## src/ccdp_pkg.sv

```systemverilog
// Package: register map, field positions, reset values and bus carriers of the channel divider block
package ccdp_pkg;

  // Bus geometry
  localparam int unsigned ADDR_W   = 11;
  localparam int unsigned DATA_W   = 32;
  localparam int unsigned IDX_W    = 9;

  // Register indices; byte address is four times the index
  localparam logic [8:0] IDX_CH0_COUNTS    = 9'h190;
  localparam logic [8:0] IDX_CH0_PHASE     = 9'h191;
  localparam logic [8:0] IDX_CH1_COUNTS    = 9'h193;
  localparam logic [8:0] IDX_CH1_PHASE     = 9'h194;
  localparam logic [8:0] IDX_CH2_COUNTS    = 9'h196;
  localparam logic [8:0] IDX_CH2_PHASE     = 9'h197;
  localparam logic [8:0] IDX_CH3_STAGE1    = 9'h199;
  localparam logic [8:0] IDX_CH3_STAGE2    = 9'h19b;
  localparam logic [8:0] IDX_CH3_BYPASS    = 9'h19c;
  localparam logic [8:0] IDX_CH3_DUTY_FIX  = 9'h19d;
  localparam logic [8:0] IDX_CH4_STAGE1    = 9'h19e;
  localparam logic [8:0] IDX_CH4_STAGE2    = 9'h1a0;
  localparam logic [8:0] IDX_CH4_BYPASS    = 9'h1a1;
  localparam logic [8:0] IDX_CH4_DUTY_FIX  = 9'h1a2;
  localparam logic [8:0] IDX_OUT_MODE      = 9'h1a3;
  localparam logic [8:0] IDX_SYNC_CTRL     = 9'h1a4;
  localparam logic [8:0] IDX_STATUS        = 9'h1a5;

  // Storage window covers indices first..last
  localparam logic [8:0] IDX_FIRST        = 9'h190;
  localparam int unsigned REG_COUNT       = 20;

  // Field positions
  localparam int unsigned LOW_MSB          = 7;
  localparam int unsigned LOW_LSB          = 4;
  localparam int unsigned HIGH_MSB         = 3;
  localparam int unsigned HIGH_LSB         = 0;
  localparam int unsigned INIT_LEVEL_BIT   = 4;
  localparam int unsigned PHASE_DELAY_MSB  = 3;
  localparam int unsigned SINGLE_BYPASS_BIT = 7;
  localparam int unsigned STAGE1_BYPASS_BIT = 4;
  localparam int unsigned STAGE2_BYPASS_BIT = 5;
  localparam int unsigned DUTY_FIX_DISABLE_BIT = 0;
  localparam int unsigned SYNC_BIT         = 0;
  localparam int unsigned SE_MODE_LSB      = 0;
  localparam int unsigned B_EN_LSB         = 4;

  // Reset value of every stored register
  localparam logic [7:0] REG_RESET         = 8'h00;

  // Delay selector threshold
  localparam logic [5:0] SEL_SPLIT         = 6'h10;

  // Avalon-MM carriers
  typedef struct packed {
    logic [ADDR_W-1:0] address;
    logic              read;
    logic              write;
    logic [DATA_W-1:0] writedata;
    logic [3:0]        byteenable;
  } ccdp_av_req_t;

  typedef struct packed {
    logic [DATA_W-1:0] readdata;
    logic              waitrequest;
  } ccdp_av_rsp_t;

  // Delay in input cycles from initial-level bit, phase delay field and low count
  function automatic logic [4:0] ccdp_delay(input logic [7:0] phase_ctrl, input logic [3:0] low_cnt);
    logic [5:0] sel;
    logic [5:0] dly;
    sel = {1'b0, phase_ctrl[INIT_LEVEL_BIT], phase_ctrl[PHASE_DELAY_MSB:0]};
    if (sel < SEL_SPLIT) begin
      dly = sel;
    end else begin
      dly = 6'(sel - SEL_SPLIT + {2'b00, low_cnt} + 6'h01);
    end
    return dly[4:0];
  endfunction

endpackage

```

## src/ccdp_channel_divider.sv

```systemverilog
// Channel clock dividers with coarse phase delay, cascaded stages and output driver modes

// One divide stage: low phase, high phase, optional start delay
module ccdp_stage (
  // Clock and reset
  input  wire logic       clk_sys_i,
  input  wire logic       sys_rst_i,
  // Control
  input  wire logic       adv_i,
  input  wire logic       restart_i,
  input  wire logic       bypass_i,
  input  wire logic [3:0] low_i,
  input  wire logic [3:0] high_i,
  input  wire logic [4:0] delay_i,
  // Result
  output logic            level_o,
  output logic            rise_o
);
  import ccdp_pkg::*;

  typedef enum {ST_DELAY, ST_LOW, ST_HIGH} ccdp_state_t;

  ccdp_state_t state_q;
  logic [4:0]  cnt_q;
  logic        level_q;

  // Bypass holds the counter idle, as if powered down
  always_ff @(posedge clk_sys_i) begin
    if (sys_rst_i) begin
      state_q <= ST_LOW;
      cnt_q   <= 5'h00;
      level_q <= 1'b0;
    end else if (restart_i || bypass_i) begin
      level_q <= 1'b0;
      if (delay_i == 5'h00) begin
        state_q <= ST_LOW;
        cnt_q   <= {1'b0, low_i};
      end else begin
        state_q <= ST_DELAY;
        cnt_q   <= 5'(delay_i - 5'h01);
      end
    end else if (adv_i) begin
      case (state_q)
        ST_DELAY: begin
          if (cnt_q == 5'h00) begin
            state_q <= ST_LOW;
            cnt_q   <= {1'b0, low_i};
          end else begin
            cnt_q <= 5'(cnt_q - 5'h01);
          end
        end
        ST_LOW: begin
          if (cnt_q == 5'h00) begin
            state_q <= ST_HIGH;
            cnt_q   <= {1'b0, high_i};
            level_q <= 1'b1;
          end else begin
            cnt_q <= 5'(cnt_q - 5'h01);
          end
        end
        ST_HIGH: begin
          if (cnt_q == 5'h00) begin
            state_q <= ST_LOW;
            cnt_q   <= {1'b0, low_i};
            level_q <= 1'b0;
          end else begin
            cnt_q <= 5'(cnt_q - 5'h01);
          end
        end
        default: begin
          state_q <= ST_LOW;
          cnt_q   <= 5'h00;
          level_q <= 1'b0;
        end
      endcase
    end
  end

  assign level_o = level_q;
  assign rise_o  = adv_i && !bypass_i && !restart_i && (state_q == ST_LOW) && (cnt_q == 5'h00);

endmodule

module ccdp_channel_divider (
  // Clock and reset
  input  wire logic                   clk_sys_i,
  input  wire logic                   sys_rst_i,
  // Avalon-MM slave
  input  wire ccdp_pkg::ccdp_av_req_t avs_req_i,
  output ccdp_pkg::ccdp_av_rsp_t      avs_rsp_o,
  // Channel outputs, one level per input cycle
  output logic [4:0]                  ch_level_o,
  output logic [4:0]                  ch_pass_o,
  // Cascaded channel drivers, outputs first..last
  output logic [3:0]                  drv_a_o,
  output logic [3:0]                  drv_b_o,
  output logic [3:0]                  drv_b_en_o,
  output logic [1:0]                  duty_cycle_fix_o
);
  import ccdp_pkg::*;

  logic [7:0]       regs_q [0:REG_COUNT-1];
  logic [IDX_W-1:0] idx;
  logic             hit_store;
  logic             hit_sync;
  logic             hit_status;
  logic [4:0]       slot;
  logic             ack_q;
  logic [31:0]      rdata_q;
  logic             take_wr;
  logic             sync_q;
  logic [4:0]       lvl_d;
  logic [4:0]       pass_d;
  logic [4:0]       lvl_q;
  logic [4:0]       pass_q;
  logic [3:0]       drv_a_q;
  logic [3:0]       drv_b_q;
  logic [3:0]       drv_b_en_q;
  logic [1:0]       dcc_q;

  // Decode: table registers plus output mode hold storage; gaps read zero
  function automatic logic is_stored(input logic [8:0] i);
    case (i)
      IDX_CH0_COUNTS, IDX_CH0_PHASE, IDX_CH1_COUNTS, IDX_CH1_PHASE,
      IDX_CH2_COUNTS, IDX_CH2_PHASE, IDX_CH3_STAGE1, IDX_CH3_STAGE2,
      IDX_CH3_BYPASS, IDX_CH3_DUTY_FIX, IDX_CH4_STAGE1, IDX_CH4_STAGE2,
      IDX_CH4_BYPASS, IDX_CH4_DUTY_FIX, IDX_OUT_MODE: return 1'b1;
      default: return 1'b0;
    endcase
  endfunction

  // Returns a slot, not the stored byte, so each assign below stays sensitive to the storage
  function automatic logic [4:0] slot_of(input logic [8:0] i);
    return 5'(i - IDX_FIRST);
  endfunction

  // Count fields of one divide stage
  function automatic logic [3:0] low_field(input logic [7:0] r);
    return r[LOW_MSB:LOW_LSB];
  endfunction

  function automatic logic [3:0] high_field(input logic [7:0] r);
    return r[HIGH_MSB:HIGH_LSB];
  endfunction

  // Status word: duty fix flags, pass flags, channel levels
  function automatic logic [31:0] status_word(input logic [1:0] f, input logic [4:0] p, input logic [4:0] l);
    return {20'h0_0000, f, p, l};
  endfunction

  assign idx        = avs_req_i.address[ADDR_W-1:2];
  assign hit_store  = is_stored(idx);
  assign hit_sync   = (idx == IDX_SYNC_CTRL);
  assign hit_status = (idx == IDX_STATUS);
  assign slot       = slot_of(idx);

  // One wait cycle on every access keeps read data registered
  always_ff @(posedge clk_sys_i) begin
    if (sys_rst_i) begin
      ack_q <= 1'b0;
    end else begin
      ack_q <= (avs_req_i.read || avs_req_i.write) && !ack_q;
    end
  end

  assign avs_rsp_o.waitrequest = (avs_req_i.read || avs_req_i.write) && !ack_q;
  assign avs_rsp_o.readdata    = rdata_q;
  // Writes land only on the answering edge, so a held request is stored once
  assign take_wr = avs_req_i.write && ack_q && avs_req_i.byteenable[0];

  always_ff @(posedge clk_sys_i) begin
    if (sys_rst_i) begin
      rdata_q <= 32'h0000_0000;
    end else if (avs_req_i.read && !ack_q) begin
      if (hit_store) begin
        rdata_q <= {24'h00_0000, regs_q[slot]};
      end else if (hit_status) begin
        rdata_q <= status_word(dcc_q, pass_q, lvl_q);
      end else begin
        rdata_q <= 32'h0000_0000;
      end
    end
  end

  // Register storage; reset leaves duty fix on and every output pair differential with its B side enabled
  always_ff @(posedge clk_sys_i) begin
    if (sys_rst_i) begin
      for (int i = 0; i < REG_COUNT; i++) begin
        regs_q[i] <= REG_RESET;
      end
    end else if (take_wr && hit_store) begin
      regs_q[slot] <= avs_req_i.writedata[7:0];
    end
  end

  // Synchronization pulse; offsets are loaded here and while a stage is bypassed
  // Reset also raises it, so every counter starts from one reference edge
  always_ff @(posedge clk_sys_i) begin
    if (sys_rst_i) begin
      sync_q <= 1'b1;
    end else begin
      sync_q <= take_wr && hit_sync && avs_req_i.writedata[SYNC_BIT];
    end
  end

  // Single-stage channels 0 to 2
  logic [2:0] s_lvl;
  logic [2:0] s_byp;
  logic [7:0] s_cnt [0:2];
  logic [7:0] s_phs [0:2];

  assign s_cnt[0] = regs_q[slot_of(IDX_CH0_COUNTS)];
  assign s_phs[0] = regs_q[slot_of(IDX_CH0_PHASE)];
  assign s_cnt[1] = regs_q[slot_of(IDX_CH1_COUNTS)];
  assign s_phs[1] = regs_q[slot_of(IDX_CH1_PHASE)];
  assign s_cnt[2] = regs_q[slot_of(IDX_CH2_COUNTS)];
  assign s_phs[2] = regs_q[slot_of(IDX_CH2_PHASE)];

  for (genvar c = 0; c < 3; c++) begin : g_single
    assign s_byp[c] = s_phs[c][SINGLE_BYPASS_BIT];
    ccdp_stage u_stage (
      .clk_sys_i (clk_sys_i),
      .sys_rst_i (sys_rst_i),
      .adv_i     (1'b1),
      .restart_i (sync_q),
      .bypass_i  (s_byp[c]),
      .low_i     (low_field(s_cnt[c])),
      .high_i    (high_field(s_cnt[c])),
      .delay_i   (ccdp_delay(s_phs[c], low_field(s_cnt[c]))),
      .level_o   (s_lvl[c]),
      .rise_o    ()
    );
  end

  // Cascaded channels 3 and 4; the second stage counts first-stage periods
  logic [1:0] c_lvl1;
  logic [1:0] c_lvl2;
  logic [1:0] c_rise1;
  logic [1:0] c_byp1;
  logic [1:0] c_byp2;
  logic [7:0] c_st1 [0:1];
  logic [7:0] c_st2 [0:1];
  logic [7:0] c_bp  [0:1];
  logic [7:0] c_dfx [0:1];

  assign c_st1[0] = regs_q[slot_of(IDX_CH3_STAGE1)];
  assign c_st2[0] = regs_q[slot_of(IDX_CH3_STAGE2)];
  assign c_bp[0]  = regs_q[slot_of(IDX_CH3_BYPASS)];
  assign c_dfx[0] = regs_q[slot_of(IDX_CH3_DUTY_FIX)];
  assign c_st1[1] = regs_q[slot_of(IDX_CH4_STAGE1)];
  assign c_st2[1] = regs_q[slot_of(IDX_CH4_STAGE2)];
  assign c_bp[1]  = regs_q[slot_of(IDX_CH4_BYPASS)];
  assign c_dfx[1] = regs_q[slot_of(IDX_CH4_DUTY_FIX)];

  for (genvar c = 0; c < 2; c++) begin : g_cascade
    assign c_byp1[c] = c_bp[c][STAGE1_BYPASS_BIT];
    assign c_byp2[c] = c_bp[c][STAGE2_BYPASS_BIT];
    ccdp_stage u_first (
      .clk_sys_i (clk_sys_i),
      .sys_rst_i (sys_rst_i),
      .adv_i     (1'b1),
      .restart_i (sync_q),
      .bypass_i  (c_byp1[c]),
      .low_i     (low_field(c_st1[c])),
      .high_i    (high_field(c_st1[c])),
      .delay_i   (5'h00),
      .level_o   (c_lvl1[c]),
      .rise_o    (c_rise1[c])
    );
    // A bypassed first stage feeds every input cycle onward, though software avoids this
    ccdp_stage u_second (
      .clk_sys_i (clk_sys_i),
      .sys_rst_i (sys_rst_i),
      .adv_i     (c_byp1[c] ? 1'b1 : c_rise1[c]),
      .restart_i (sync_q),
      .bypass_i  (c_byp2[c]),
      .low_i     (low_field(c_st2[c])),
      .high_i    (high_field(c_st2[c])),
      .delay_i   (5'h00),
      .level_o   (c_lvl2[c]),
      .rise_o    ()
    );
  end

  // Output selection; a pass flag means the pin follows the input clock itself
  always_comb begin
    for (int c = 0; c < 3; c++) begin
      pass_d[c] = s_byp[c];
      lvl_d[c]  = s_byp[c] ? 1'b0 : s_lvl[c];
    end
    for (int c = 0; c < 2; c++) begin
      if (c_byp1[c] && c_byp2[c]) begin
        pass_d[3+c] = 1'b1;
        lvl_d[3+c]  = 1'b0;
      end else if (c_byp2[c]) begin
        pass_d[3+c] = 1'b0;
        lvl_d[3+c]  = c_lvl1[c];
      end else begin
        pass_d[3+c] = 1'b0;
        lvl_d[3+c]  = c_lvl2[c];
      end
    end
  end

  // Drivers: differential pairs or split A/B single-ended outputs
  logic [7:0] out_mode;
  assign out_mode = regs_q[slot_of(IDX_OUT_MODE)];

  always_ff @(posedge clk_sys_i) begin
    if (sys_rst_i) begin
      lvl_q  <= 5'h00;
      pass_q <= 5'h00;
    end else begin
      lvl_q  <= lvl_d;
      pass_q <= pass_d;
    end
  end

  always_ff @(posedge clk_sys_i) begin
    if (sys_rst_i) begin
      drv_a_q    <= 4'h0;
      drv_b_q    <= 4'h0;
      drv_b_en_q <= 4'h0;
    end else begin
      for (int k = 0; k < 4; k++) begin
        drv_a_q[k] <= lvl_d[3 + k/2];
        // A disabled B side is held low, never left floating
        if (out_mode[SE_MODE_LSB+k]) begin
          drv_b_en_q[k] <= out_mode[B_EN_LSB+k];
          drv_b_q[k]    <= out_mode[B_EN_LSB+k] & lvl_d[3 + k/2];
        end else begin
          drv_b_en_q[k] <= 1'b1;
          drv_b_q[k]    <= ~lvl_d[3 + k/2];
        end
      end
    end
  end

  // Duty fix cannot add the half input cycle that odd ratios need at this rate
  always_ff @(posedge clk_sys_i) begin
    if (sys_rst_i) begin
      dcc_q <= 2'b11;
    end else begin
      dcc_q <= {~c_dfx[1][DUTY_FIX_DISABLE_BIT], ~c_dfx[0][DUTY_FIX_DISABLE_BIT]};
    end
  end

  assign ch_level_o       = lvl_q;
  assign ch_pass_o        = pass_q;
  assign drv_a_o          = drv_a_q;
  assign drv_b_o          = drv_b_q;
  assign drv_b_en_o       = drv_b_en_q;
  assign duty_cycle_fix_o = dcc_q;

endmodule

```

## config.mk

```make
export PLATFORM = sky130hd
export DESIGN_NAME = ccdp_channel_divider
export DESIGN_NICKNAME = d
export VERILOG_FILES = /design/src/ccdp_pkg.sv /design/src/ccdp_channel_divider.sv
export SDC_FILE = /design/constraint.sdc
export NUM_CORES = 1
export LEC_CHECK = 0
export BUFFER_PORTS_ARGS = -buffer_cell sky130_fd_sc_hd__buf_2
export CAP_MARGIN = 15
export CORE_UTILIZATION = 55
export CTS_CLUSTER_SIZE = 12
export DETAILED_ROUTE_END_ITERATION = 8
export GPL_ROUTABILITY_DRIVEN = 0
export GPL_TIMING_DRIVEN = 1
export PLACE_DENSITY = 0.71
export SETUP_SLACK_MARGIN = 0.4
export SYNTH_ARGS = -nofsm -noshare
export SYNTH_HDL_FRONTEND = slang
export SYNTH_SLANG_ARGS = --single-unit
```

## constraint.sdc

```tcl
create_clock -name clk_sys_i -period 4.7 [get_ports clk_sys_i]
set_input_delay 0.47 -clock clk_sys_i [delete_from_list [all_inputs] [get_ports clk_sys_i]]
set_output_delay 0.47 -clock clk_sys_i [all_outputs]
set_load 0.1 [all_outputs]
```

==> out/metrics.csv <==
metric,value,unit
root_buffer,clkbuf_16,
power_density,392,mW/mm2
hold_path.startpoint,avs_req_i[36],
p_comb_frac,0.120,
synth_simple_gate_area_frac,0.156,
crit_start,avs_req_i[40],
final_layout_size_suffix_gt1_frac,0.145,
area_delta_synth_final,12.6,%
post_drt_wl_per_cell,19.5,um
cts_hold_buf,0,
ys_seq_elements,346,
synth_top_area_frac,0.463,
start_util,0.560,
rsz0062_at_grt,false,
hold_slack,0.245,ns
fillers,2298,
drc,0,
final_cell_mix,"edfxtp_1 (256), conb_1 (156), and2_1 (125)",
final_common_cell,edfxtp_1,
synthXorXnorAreaFrac,0.0158,
pwr-share-seq,0.487,
clock_latency,0.52,ns
period_share,0.619,
grt_pass1_vias,10423,
clkTransAtPathRegs,0.06,ns
track_usage,0.246,
grt_pass1_wl,57500,um
ctsHtreeMaxLevel,2,
fin_skew,0.00728,ns
antenna_found_initial,1,
r2r-start,regs_q[3][4]$_SDFFCE_PN0P_,
core_area,0.0296,mm2
switching_power,1.84,mW
ctsResizeCount,0,
finalCriticalPeriod,2.91,ns
status,"complete, no violations",
io_pins,108,
drv_cap,0,
max_freq,0.344,GHz
cts_tree,done,
cp.arrival,3.29,ns
cts_sinks,346,
synth-adder-area-share,0.0232,
crit_fanout,50,
final-max-slew-violation-count,0,
synthArstFlopShare,0,
critPathRequiredTime,5.09,ns
finalHoldViolations,0,
p_int,5.49,mW
synthMuxAreaShare,0.0986,
synthFlopType,edfxtp_1,
die_h,176,um
synthTopCellsByArea,"edfxtp_1 (46%), dfxtp_1 (11%), mux4_2 (6.5%)",
clockPowerShare,0.393,
p_sw_frac,0.251,
final_core_utilization,0.630,
syn_inst,1326,
dp_hpwl,24700,um
postRouteAntennaNets,0,
tns,0,ns
gr-total-overflow,0,
slew_headroom,0.263,
wl,37400,um
synth_top_area_cell,edfxtp_1,
start_kind,input pin,
post_cts_buffers,0,
synth_compound_area_frac,0.0930,
ir_worst_vdd,0.315,mV
synth_cell_type_count,78,
grt_max_degree,56,
syn_area_per_cell,12.5,um2
clockBufferDepth,3,
drt_pass1_iterations,7,
finalSetupViolCount,0,
synth_warnings,0,
cts_buffers,38,
via_count,10847,
p_leak,7.19,nW
worst_slew_pin_slew,1.08,ns
dieArea,0.0309,mm2
io_buffers,58,
syn_area,0.0166,mm2
num_rows,63,
hold_path_class,input pin to flip-flop,
drtIter0Drc,1042,
nets,1576,
path_class,input pin to flip-flop,
avgViaCountPerCell,5.67,
synth_edf_count,256,
die-width,176,um
end_kind,flip-flop,
seq_area_frac_synth,0.572,
synth_top_family_by_area,simple AND/OR/NAND/NOR gates,
[cell type report]
class / instances / area, um2 / share of cell area
sequential: 346 / 9490 / 0.508
timing repair buffer: 68 / 373 / 0.0200
multi-input combinational: 1006 / 7000 / 0.374
antenna: 1 / 2.50 / 0.000134
inverter: 36 / 135 / 0.00723
clock inverter: 7 / 56.3 / 0.00301
tap: 390 / 488 / 0.0261
clock buffer: 59 / 1140 / 0.0612
[sequential cells by signal, summed over array words and instances (netlist names), 5 cells and up]
name and flops:
regs_q 256, g_single.u_stage.cnt_q 15, rdata_q 12, g_cascade.u_first.cnt_q 10
g_cascade.u_second.cnt_q 10, g_single.u_stage.state_q 6, ch_level_o 5, ch_pass_o 5
[cell usage after synthesis (all sizes together) (26+ instances only)]
cell,instances
edfxtp,256
and2,128
nor2,110
dfxtp,90
a21oi,70
buf,53
mux2i,52
nand2,52
o21ai,52
mux4,48
clkbuf,40
nor3,40
inv,36
ha,26
[path summary, 6_finish.rpt]
| kind | slack, ns | to | cells after the start |
|---|---|---|---|
| max | 1.79 | rdata_q[0]$_SDFFE_PP0P_ | 7 |
| max reg2reg | 2.01 | g_single[1].u_stage.cnt_q[1]$_SDFF_PP0_ | 9 |
| min reg2reg | 0.47 | g_cascade[0].u_second.state_q[1]$_SDFFE_PP0P_ | 2 |
| min | 0.24 | ack_q$_SDFF_PP0_ | 3 |
[per-stage QoR]
step | total power [mW] | cell area (um2) | worst slack [ns] | std cells
floorplan | 4.31 | 17200 | 2.43 | 1481
global placement | 4.48 | 17500 | 1.39 | 1846
detailed placement | 4.50 | 17500 | 1.35 | 1846
CTS | 7.37 | 18700 | 1.88 | 1912
global route | 7.58 | 18700 | 1.71 | 1912
finish | 7.32 | 18700 | 1.79 | 1913
[critical path: stages]
cell	delay, ns
buf_4	0.67
buf_4	0.51
mux2i_1	0.23
o22ai_1	0.09
a2111oi_0	0.96
a21oi_1	0.13
o2bb2ai_1	0.18
[kinds of logic (layout without fill, tap and decap cells)]
logic type | count (synthesis) | after routing
xor gates and xnor gates | 30 | 30
AOI/OAI and AO/OA | 233 | 233
buffers and inverters | 129 | 170
adders and majority gates | 29 | 29
DFF | 346 | 346
other | 1 | 157
muxes | 103 | 103
and+or+nand+nor | 455 | 455
[metal layers]
layer	up-vias	GRT usage	part of all wire
met5	-	0	0.00035
li1	5114	-	-
met4	2	0.0913	0.028
met1	5307	0.329	0.42
met3	79	0.0314	0.062
met2	345	0.411	0.48
[power groups by stage]
| stage | registers, mW | clock network (mW) | logic (mW) |
|---|---|---|---|
| after CTS | 3.57 | 2.92 | 0.877 |
| after detailed placement | 3.63 | 0 | 0.871 |
| after global placement | 3.62 | 0 | 0.858 |
| after floorplan | 3.64 | 0 | 0.673 |
| final | 3.57 | 2.88 | 0.881 |
| after global routing | 3.59 | 3.04 | 0.960 |
No activity file was read; power rests on OpenSTA's default activity.
